[src/design/cbc_pkg.sv]
// constants, types and lookups for the charger band configuration registers
package cbc_pkg;

  // i2c slave address and register offsets
  localparam logic [6:0] CBC_SLAVE_ADDR = 7'h48;
  localparam logic [7:0] CBC_ADDR_BAND = 8'h03;
  localparam logic [7:0] CBC_ADDR_CURR = 8'h04;
  localparam logic [7:0] CBC_ADDR_CFG_EN = 8'h11;
  localparam int CBC_CFG_EN_BIT = 0;
  localparam logic [7:0] CBC_READ_ZERO = 8'h00;
  localparam logic [7:0] CBC_BAND_RESET = 8'h00;
  localparam logic [7:0] CBC_CURR_RESET = 8'h00;
  localparam logic [3:0] CBC_BYTE_BITS = 4'h8;

  // temperature band edges in degrees c, each band owns its upper edge
  localparam logic signed [7:0] CBC_T_MIN_C = 8'sh00;
  localparam logic signed [7:0] CBC_T_COLD_HI_C = 8'sh0a;
  localparam logic signed [7:0] CBC_T_NORM_HI_C = 8'sh2d;
  localparam logic signed [7:0] CBC_T_WARM_HI_C = 8'sh32;
  localparam logic signed [7:0] CBC_T_MAX_C = 8'sh3c;

  // termination voltage in mv per code, code 7 is invalid
  localparam logic [2:0] CBC_TERM_INVALID = 3'h7;
  localparam logic [12:0] CBC_TERM_MV [8] = '{
    13'hf64, 13'hfa0, 13'hfd2, 13'h1004,
    13'h1018, 13'h1036, 13'h1054, 13'h0000
  };

  // end-of-charge current in ma per code
  localparam logic [10:0] CBC_EOC_MA [4] = '{
    11'h032, 11'h064, 11'h0b9, 11'h172
  };

  // charge current: 50 ma at code 0, else 100 ma per step
  localparam logic [10:0] CBC_CURR_MIN_MA = 11'h032;
  localparam logic [10:0] CBC_CURR_STEP_MA = 11'h064;

  typedef enum logic [1:0] {
    CBC_BAND_COLD, CBC_BAND_NORMAL, CBC_BAND_WARM, CBC_BAND_HOT
  } cbc_band_e;

  typedef struct packed {
    logic [1:0] eoc;
    logic [2:0] term_warm;
    logic [2:0] term_hot;
  } cbc_band_cfg_s;

  typedef struct packed {
    logic [3:0] curr_cold;
    logic [3:0] curr_normal;
  } cbc_curr_cfg_s;

  typedef struct packed {
    cbc_band_e band;
    logic [12:0] term_mv;
    logic [10:0] curr_ma;
    logic [10:0] eoc_ma;
    logic charge_en;
    logic fault;
  } cbc_chg_s;

  function automatic logic [10:0] cbc_curr_ma(input logic [3:0] code);
    return (code == 4'h0) ? CBC_CURR_MIN_MA :
      11'(11'(code) * CBC_CURR_STEP_MA);
  endfunction

endpackage

[src/design/cbc_band_regs.sv]
// i2c-reached band configuration registers and band-driven charge limits
`timescale 1ns/1ps
`default_nettype none

module cbc_band_regs #(
  parameter logic [6:0] SLAVE_ADDR = cbc_pkg::CBC_SLAVE_ADDR,
  parameter logic [7:0] BAND_RESET = cbc_pkg::CBC_BAND_RESET,
  parameter logic [7:0] CURR_RESET = cbc_pkg::CBC_CURR_RESET
) (
  input wire logic core_clk_in,
  input wire logic rst_b_in,
  input wire logic scl_in,
  input wire logic sda_in,
  output logic sda_out,
  output logic sda_oe_out,
  input wire logic signed [7:0] temp_c_in,
  input wire logic vbat_low_in,
  input wire logic [2:0] term_cold_code_in,
  input wire logic [2:0] term_normal_code_in,
  input wire logic [3:0] curr_warm_code_in,
  input wire logic [3:0] curr_hot_code_in,
  output var cbc_pkg::cbc_band_e band_out,
  output logic [12:0] term_mv_out,
  output logic [10:0] curr_limit_ma_out,
  output logic [10:0] eoc_ma_out,
  output logic charge_en_out,
  output logic temp_fault_out
);
  typedef enum logic [2:0] {
    ST_IDLE, ST_ADDR, ST_REG, ST_WDATA, ST_RDATA
  } cbc_state_e;
  logic rst_q1_reg;
  logic rst_n;
  logic [2:0] scl_sync_reg;
  logic [2:0] sda_sync_reg;
  logic scl_s;
  logic sda_s;
  logic scl_rise;
  logic scl_fall;
  logic start_det;
  logic stop_det;
  cbc_state_e state_reg, state_next;
  logic [3:0] bit_cnt_reg, bit_cnt_next;
  logic [7:0] shift_reg, shift_next;
  logic [7:0] ptr_reg, ptr_next;
  logic ack_reg, ack_next;
  logic rw_reg, rw_next;
  logic nack_reg, nack_next;
  logic oe_reg, oe_next;
  logic cfg_en_reg, cfg_en_next;
  cbc_pkg::cbc_band_cfg_s band_reg, band_next;
  cbc_pkg::cbc_curr_cfg_s curr_reg, curr_next;
  cbc_pkg::cbc_chg_s chg_reg, chg_next;
  logic [7:0] rd_cur;
  logic [7:0] rd_inc;
  // reset release through two flops
  always_ff @(posedge core_clk_in or negedge rst_b_in) begin
    if (!rst_b_in) begin
      rst_q1_reg <= 1'b0;
      rst_n <= 1'b0;
    end else begin
      rst_q1_reg <= 1'b1;
      rst_n <= rst_q1_reg;
    end
  end

  // pin synchronisers plus one history stage for edges
  always_ff @(posedge core_clk_in or negedge rst_n) begin
    if (!rst_n) begin
      scl_sync_reg <= 3'h7;
      sda_sync_reg <= 3'h7;
    end else begin
      scl_sync_reg <= {scl_sync_reg[1:0], scl_in};
      sda_sync_reg <= {sda_sync_reg[1:0], sda_in};
    end
  end
  assign scl_s = scl_sync_reg[1];
  assign sda_s = sda_sync_reg[1];
  assign scl_rise = scl_s & ~scl_sync_reg[2];
  assign scl_fall = ~scl_s & scl_sync_reg[2];
  assign start_det = scl_s & scl_sync_reg[2] & ~sda_s & sda_sync_reg[2];
  assign stop_det = scl_s & scl_sync_reg[2] & sda_s & ~sda_sync_reg[2];
  function automatic logic [7:0] read_byte(
    input logic [7:0] addr,
    input logic en,
    input cbc_pkg::cbc_band_cfg_s band,
    input cbc_pkg::cbc_curr_cfg_s curr
  );
    logic [7:0] data;
    data = cbc_pkg::CBC_READ_ZERO;
    if (addr == cbc_pkg::CBC_ADDR_CFG_EN) begin
      data[cbc_pkg::CBC_CFG_EN_BIT] = en;
    end else if (en && addr == cbc_pkg::CBC_ADDR_BAND) begin
      data = band;
    end else if (en && addr == cbc_pkg::CBC_ADDR_CURR) begin
      data = curr;
    end
    return data;
  endfunction
  assign rd_cur = read_byte(ptr_reg, cfg_en_reg, band_reg, curr_reg);
  assign rd_inc = read_byte(8'(ptr_reg + 8'h01), cfg_en_reg, band_reg,
    curr_reg);

  // i2c slave and register file
  always_comb begin
    state_next = state_reg;
    bit_cnt_next = bit_cnt_reg;
    shift_next = shift_reg;
    ptr_next = ptr_reg;
    ack_next = ack_reg;
    rw_next = rw_reg;
    nack_next = nack_reg;
    oe_next = oe_reg;
    cfg_en_next = cfg_en_reg;
    band_next = band_reg;
    curr_next = curr_reg;
    if (start_det) begin
      state_next = ST_ADDR;
      bit_cnt_next = 4'h0;
      ack_next = 1'b0;
      oe_next = 1'b0;
    end else if (stop_det) begin
      state_next = ST_IDLE;
      ack_next = 1'b0;
      oe_next = 1'b0;
    end else begin
      case (state_reg)
        ST_ADDR, ST_REG, ST_WDATA: begin
          if (scl_rise && !ack_reg &&
              bit_cnt_reg < cbc_pkg::CBC_BYTE_BITS) begin
            shift_next = {shift_reg[6:0], sda_s};
            bit_cnt_next = bit_cnt_reg + 4'h1;
          end else if (scl_fall && ack_reg) begin
            ack_next = 1'b0;
            oe_next = 1'b0;
            bit_cnt_next = 4'h0;
            if (state_reg == ST_ADDR) begin
              if (rw_reg) begin
                state_next = ST_RDATA;
                shift_next = rd_cur;
                oe_next = ~rd_cur[7];
              end else begin
                state_next = ST_REG;
              end
            end else if (state_reg == ST_REG) begin
              state_next = ST_WDATA;
            end else begin
              ptr_next = ptr_reg + 8'h01;
            end
          end else if (scl_fall && bit_cnt_reg == cbc_pkg::CBC_BYTE_BITS) begin
            ack_next = 1'b1;
            oe_next = 1'b1;
            if (state_reg == ST_ADDR) begin
              if (shift_reg[7:1] == SLAVE_ADDR) begin
                rw_next = shift_reg[0];
              end else begin
                state_next = ST_IDLE;
                ack_next = 1'b0;
                oe_next = 1'b0;
              end
            end else if (state_reg == ST_REG) begin
              ptr_next = shift_reg;
            end else if (ptr_reg == cbc_pkg::CBC_ADDR_CFG_EN) begin
              cfg_en_next = shift_reg[cbc_pkg::CBC_CFG_EN_BIT];
            end else if (cfg_en_reg) begin
              if (ptr_reg == cbc_pkg::CBC_ADDR_BAND) begin
                band_next = shift_reg;
              end else if (ptr_reg == cbc_pkg::CBC_ADDR_CURR) begin
                curr_next = shift_reg;
              end
            end
          end
        end
        ST_RDATA: begin
          if (scl_rise) begin
            if (ack_reg) begin
              nack_next = sda_s;
            end else begin
              bit_cnt_next = bit_cnt_reg + 4'h1;
            end
          end else if (scl_fall) begin
            if (ack_reg) begin
              ack_next = 1'b0;
              bit_cnt_next = 4'h0;
              if (nack_reg) begin
                state_next = ST_IDLE;
              end else begin
                ptr_next = ptr_reg + 8'h01;
                shift_next = rd_inc;
                oe_next = ~rd_inc[7];
              end
            end else if (bit_cnt_reg == cbc_pkg::CBC_BYTE_BITS) begin
              ack_next = 1'b1;
              oe_next = 1'b0;
            end else begin
              shift_next = {shift_reg[6:0], 1'b0};
              oe_next = ~shift_reg[6];
            end
          end
        end
        default: begin
          oe_next = 1'b0;
        end
      endcase
    end
  end
  always_ff @(posedge core_clk_in or negedge rst_n) begin
    if (!rst_n) begin
      state_reg <= ST_IDLE;
      bit_cnt_reg <= 4'h0;
      shift_reg <= 8'h00;
      ptr_reg <= 8'h00;
      ack_reg <= 1'b0;
      rw_reg <= 1'b0;
      nack_reg <= 1'b0;
      oe_reg <= 1'b0;
      cfg_en_reg <= 1'b0;
      band_reg <= BAND_RESET;
      curr_reg <= CURR_RESET;
    end else begin
      state_reg <= state_next;
      bit_cnt_reg <= bit_cnt_next;
      shift_reg <= shift_next;
      ptr_reg <= ptr_next;
      ack_reg <= ack_next;
      rw_reg <= rw_next;
      nack_reg <= nack_next;
      oe_reg <= oe_next;
      cfg_en_reg <= cfg_en_next;
      band_reg <= band_next;
      curr_reg <= curr_next;
    end
  end
  // band selection and charge limits
  always_comb begin
    logic [2:0] term_code;
    logic [3:0] curr_code;
    term_code = term_cold_code_in;
    curr_code = curr_reg.curr_cold;
    chg_next = '0;
    if (temp_c_in <= cbc_pkg::CBC_T_COLD_HI_C) begin
      chg_next.band = cbc_pkg::CBC_BAND_COLD;
      term_code = term_cold_code_in;
      curr_code = curr_reg.curr_cold;
    end else if (temp_c_in <= cbc_pkg::CBC_T_NORM_HI_C) begin
      chg_next.band = cbc_pkg::CBC_BAND_NORMAL;
      term_code = term_normal_code_in;
      curr_code = curr_reg.curr_normal;
    end else if (temp_c_in <= cbc_pkg::CBC_T_WARM_HI_C) begin
      chg_next.band = cbc_pkg::CBC_BAND_WARM;
      term_code = band_reg.term_warm;
      curr_code = curr_warm_code_in;
    end else begin
      chg_next.band = cbc_pkg::CBC_BAND_HOT;
      term_code = band_reg.term_hot;
      curr_code = curr_hot_code_in;
    end
    chg_next.term_mv = cbc_pkg::CBC_TERM_MV[term_code];
    chg_next.eoc_ma = cbc_pkg::CBC_EOC_MA[band_reg.eoc];
    chg_next.curr_ma = vbat_low_in ? chg_next.eoc_ma :
      cbc_pkg::cbc_curr_ma(curr_code);
    chg_next.fault = (temp_c_in < cbc_pkg::CBC_T_MIN_C) ||
      (temp_c_in > cbc_pkg::CBC_T_MAX_C);
    chg_next.charge_en = !chg_next.fault &&
      (term_code != cbc_pkg::CBC_TERM_INVALID);
  end
  always_ff @(posedge core_clk_in or negedge rst_n) begin
    if (!rst_n) begin
      chg_reg <= '0;
      sda_out <= 1'b0;
    end else begin
      chg_reg <= chg_next;
      sda_out <= 1'b0;
    end
  end
  assign sda_oe_out = oe_reg;
  assign band_out = chg_reg.band;
  assign term_mv_out = chg_reg.term_mv;
  assign curr_limit_ma_out = chg_reg.curr_ma;
  assign eoc_ma_out = chg_reg.eoc_ma;
  assign charge_en_out = chg_reg.charge_en;
  assign temp_fault_out = chg_reg.fault;
endmodule

`default_nettype wire

[config.mk]
export PLATFORM = sky130hd
export DESIGN_NAME = cbc_band_regs
export DESIGN_NICKNAME = d
export VERILOG_FILES = /design/src/design/cbc_pkg.sv /design/src/design/cbc_band_regs.sv
export SDC_FILE = /design/constraint.sdc
export NUM_CORES = 1
export LEC_CHECK = 0
export BUFFER_PORTS_ARGS = -buffer_cell sky130_fd_sc_hd__clkbuf_2
export CAP_MARGIN = 10
export CORE_ASPECT_RATIO = 1.4
export CORE_MARGIN = 1.5
export CORE_UTILIZATION = 32
export DETAILED_ROUTE_END_ITERATION = 12
export SYNTH_ARGS = -nofsm -noshare
export SYNTH_HDL_FRONTEND = slang
export SYNTH_SLANG_ARGS = --single-unit
[constraint.sdc]
create_clock -name core_clk_in -period 7.82 [get_ports core_clk_in]
set_input_delay 0.782 -clock core_clk_in [delete_from_list [all_inputs] [get_ports core_clk_in]]
set_output_delay 0.782 -clock core_clk_in [all_outputs]
set_load 0.02 [all_outputs]
=== Word-level counts from Yosys, hierarchy flattened ===
Memory sizes are Yosys's and may differ from the RTL's. A register that Yosys moved wholly into a read port is not among the register bits.
Index checks and enable logic that the tools add are counted.
Widths: inputs -> output; s select.

* Memories kept: 1
* Bits in registers: 78
* Output and inout bits: 41
* Bits in read-only memories: 104
* Input bits: 27

{| class="wikitable"
|+ Memory list
! name !! words !! width !! rd ports !! clocked after memory_dff !! write ports !! line !! RTL
|-
| (name not given) || 8 || 13 || 1 || 1 || 0 || cbc_band_regs.sv:258 || <nowiki>chg_next.term_mv = cbc_pkg::CBC_TERM_MV[term_code];</nowiki>
|}

* Bitwise gates (word level): 24
* Add/subtract/negate cells: 2
* Reduce and logical (&&, ||, !) cells: 29
* $lt $le $gt $ge: 7
* Muxes and demuxes: 92
* Equal/unequal tests: 42
* Multipliers: 1

{| class="wikitable"
|+ Operator list
! operator !! count
|-
| $mux 8 || 24
|-
| $mux 3 || 17
|-
| $mux 11 || 4
|-
| $mux 4 || 11
|-
| $ne 4x4->1 const B || 9
|-
| $pmux 8 s2 || 2
|-
| $ne 3x3->1 const B || 9
|-
| $mux 1 || 25
|-
| $ne 5x5->1 const B || 5
|-
| $reduce_and 12->1 || 2
|-
| $bmux 11 s2 || 1
|-
| $reduce_and 10->1 || 2
|-
| $eq 8x2->1 const B || 2
|-
| $eq 8x3->1 const B || 2
|-
| $eq 8x5->1 const B || 2
|-
| $le 8x7->1 const B || 2
|-
| $not 1->1 || 15
|-
| $reduce_and 5->1 || 3
|-
| $mux 7 || 2
|-
| $ne 2x2->1 const B || 7
|-
| $reduce_and 11->1 || 1
|-
| $logic_and 1x1->1 || 9
|-
| $mul 4x5->9 const B || 1
|-
| $reduce_and 9->1 || 1
|-
| other kinds (28) || 39
|}

=== Longest topological paths before layout ===
* Depth in word-level cells: 14
* Depth in mapped cells: 14
* Gate-level depth less buffers: 13

=== Least setup slack after synthesis ===
No wires, ideal clock.

* Path type: input-to-reg
* Start point: input port temp_c_in[0]
* End point: register chg_reg (netlist bit curr_limit_ma_out[10])
* Stages: 13
* Arrival time: 3,391 ps
* Required time: 7,700 ps
* Buffers on the path: 1
* Path slack: 4,309 ps
* Path through: a211oi_1 > o21a_1 > buf_2 > mux2_2 > a221oi_1 > inv_1 > ha_1 > inv_1 > fa_1 > inv_1 > a21oi_1 > xor2_1 > nor2_1

{| class="wikitable"
|+ RTL lines
! item !! line !! RTL
|-
| from (decl) || cbc_band_regs.sv:16 || <nowiki>input wire logic signed [7:0] temp_c_in,</nowiki>
|-
| to (signal assigned) || cbc_band_regs.sv:272 || <nowiki>chg_reg <= chg_next;</nowiki>
|-
| to (decl) || cbc_band_regs.sv:53 || <nowiki>cbc_pkg::cbc_chg_s chg_reg, chg_next;</nowiki>
|}

==> results.ini <==
[clocking]
path_clk_slew_ps = 60
clk_latency_ps = 350
cts_resized = 0
numCtsBuffers = 9
htree_levels = 3
cts_tree = done
cts_hold_buffers = 0
clock_path_buffers = 2
clockRootBuffer = clkbuf_16
post_cts_buffers = 0
cts.sinks = 83

[power_and_ir_drop]
switching_power_uw = 665
p_seq_share_pct = 39.4
pwr-share-comb_pct = 35.8
pwr-share-clk_pct = 24.9
p_per_area_nw_per_um2 = 282
intPower_uw = 969
irDropWorstVdd_mv = 0.105
p_leak_uw = 0.00258
p_sw_share_pct = 40.7

[global_routing]
grt_max_degree = 82
grt_pass1_wl_um = 21100
groute.usage.overall_pct = 15.9
grt_overflow = 0
grt_antenna_before_repair = 0
grt_pass1_vias = 4156

[timing]
final-max-slew-violation-count = 0
fin_skew_ps = 11.7
max-slew-margin-rel_pct = 28.9
fin_tns_setup_ps = 0
finalHoldViolations = 0
grt_setup_unrepaired = no
fmax_ghz = 0.270
fin_crit_ps = 3700
layout_worst_path_cycle_share_pct = 47.3
tightestPinTransition_ps = 1070
setup_viol = 0

[run]
maxCapViolCount = 0

[synthesis]
synth_seq_area_share_pct = 40.8
synthMuxAreaShare_pct = 7.81
synthAdderAreaFrac_pct = 7.49
synthXorXnorAreaFrac_pct = 1.71
ys.flop_type = dfrtp_1
yosysUniqueCellTypes = 84
synth_edf_count = 0
synth.avg_cell_area_um2 = 9.83
synth_compound_area_share_pct = 18.7
synth_common_cells = dfrtp_1, inv_1, nor2_1, nand2_1, ha_1
synthCells = 520
synth.cell_area_um2 = 5110
ys_seq_elements = 83
yosysMostFrequentCell = dfrtp_1
ys_async_sr_fraction_pct = 100
synth.area.top_cells = dfrtp_1, ha_1, mux2_1
yosysTopAreaCell = dfrtp_1
synth_top_area_share_pct = 37.7
synth_top_family_by_area = compound AO/OA/AOI/OAI gates
ys_warn_count = 0
synth_simple_gate_area_share_pct = 16.9

[floorplanning]
core_area_um2 = 15600
die_w_um = 110
die_area_um2 = 16800
rows = 54
fp.dieH_um = 153
start_util_pct = 32.8
pin_count = 68

[cells_and_area]
layout-drive-gt1-share_pct = 20.2
antennaDiodeCount = 0
final_area_um2 = 5800
nets = 622
largest_reg_flops = 11
fill_cells = 1567
areaGrowthSynthToFinish_pct = 13.4

[min_path]
hold_class = in -> async

[drt]
first_pass_iters = 5
vias = 4091
wl_per_cell_um = 16.6
drc_errors = 0
viasPerCell = 5.34
ant_nets = 0
wl_um = 12700
drt_iter0_drc = 310

[placed_design]
hpwlAfterDp_um = 9430
post_dp_cell_area_um2 = 5520
routabilityCongestion = 0.872
io_buffers = 63

[outcome]
status = complete, no violations

[setup_path]
worst-endpoint-required_ps = 8040
crit_type = in -> reg
crit_path_start = temp_c_in[3]
r2r_start = scl_sync_reg[1]
cp-start-kind = input pin
critPathArrivalTime_ps = 3930
cp_max_fo = 8
end_kind = flop

[final cells by class]
cell class / instances / area (µm²) / area share [%]
Multi-Input combinational cell: 369 / 2710 / 46.8
Sequential cell: 83 / 2090 / 36.0
Timing Repair Buffer: 66 / 338 / 5.83
Tap cell: 196 / 245 / 4.23
Clock buffer: 10 / 229 / 3.95
Inverter: 36 / 135 / 2.33
Clock inverter: 6 / 48.8 / 0.842
[final timing paths]
check                      depth (start not counted)                     to  slack, ps
max                                               13  curr_limit_ma_out[10]       4120
min                                                1                  rst_n        210
max reg2reg                                        6           shift_reg[7]       4910
min reg2reg                                        0                  rst_n        350
max in group asynchronous                          0             ptr_reg[5]       6590
min in group core_clk_in                           0                  rst_n        350
[cell usage in the layout, fill, tap and decap left out, types with 3 or more instances in the layout]
| cell | n |
|---|---|
| a21oi_1 | 22 |
| inv_1 | 36 |
| dfrtp_1 | 76 |
| and2_1 | 4 |
| nor2b_1 | 7 |
| o21ai_0 | 21 |
| ha_1 | 29 |
| nand2b_1 | 5 |
| a31oi_1 | 10 |
| mux2_2 | 5 |
| dfstp_2 | 6 |
| a22oi_1 | 11 |
| nor2_1 | 34 |
| a31o_2 | 4 |
| a2111oi_0 | 3 |
| clkinvlp_4 | 3 |
| nor3b_1 | 3 |
| a211oi_1 | 7 |
| mux2i_1 | 14 |
| nand3_1 | 21 |
| nand4_1 | 4 |
| clkbuf_2 | 63 |
| nor3_1 | 9 |
| nand2_1 | 33 |
| nor4_1 | 4 |
| mux2_1 | 18 |
| and3_1 | 3 |
| o211ai_1 | 5 |
| o22ai_1 | 6 |
| clkbuf_16 | 9 |
| buf_4 | 3 |
| conb_1 | 6 |
| a2bb2oi_1 | 8 |
| xnor2_1 | 6 |
| xor2_1 | 4 |
| a221oi_1 | 3 |
| and4_1 | 3 |
[cells by family (layout without fill, tap and decap cells)]
kind of cell / after synthesis / in the layout
buffers and inverters: 72 / 118
xor gates and xnor gates: 10 / 10
DFF: 83 / 83
other: 2 / 6
and+or+nand+nor: 155 / 155
muxes: 37 / 37
AOI/OAI and AO/OA: 131 / 131
adders and majority gates: 30 / 30
[worst max-delay path, stage by stage]
cell and delay, ps:
clkbuf_2 130, a211oi_1 360, o21a_1 400, mux2_2 390, a221oi_1 520, inv_1 130, ha_1 330, inv_1 70
fa_1 460, inv_1 70, a21oi_1 70, xor2_1 150, nor2_1 60
[through the flow]
step / hold WS (ps) / total power, µW / setup slack [ps] / cells / util, %
floorplan: 331 / 1070 / 4310 / 524 / -
global placement: 342 / 1210 / 3850 / 750 / 35.4
detailed placement: 343 / 1230 / 3720 / 750 / 35.4
CTS: 203 / 1640 / 4080 / 766 / 37.1
global route: 207 / 1740 / 3800 / 766 / 37.1
finish: 206 / 1630 / 4120 / 766 / 37.1
[layer usage]
layer | global-route usage, % | up-vias | share of wire (%)
li1 | - | 1965 | -
met3 | 2.14 | 30 | 5.0
met2 | 29.0 | 135 | 53
met5 | 0 | - | 0
met4 | 7.54 | 0 | 2.8
met1 | 17.7 | 1961 | 39
[power groups by stage]
| stage | combinational [µW] | clock [µW] | sequential (µW) |
|---|---|---|---|
| 6_report | 585 | 406 | 643 |
| 4_1_cts | 585 | 416 | 639 |
| 2_1_floorplan | 472 | 0 | 594 |
| 3_5_place_dp | 583 | 0 | 647 |
| 5_1_grt | 645 | 432 | 659 |
| 3_3_place_gp | 569 | 0 | 642 |
Note: power is estimated with default switching activity, not from simulation.
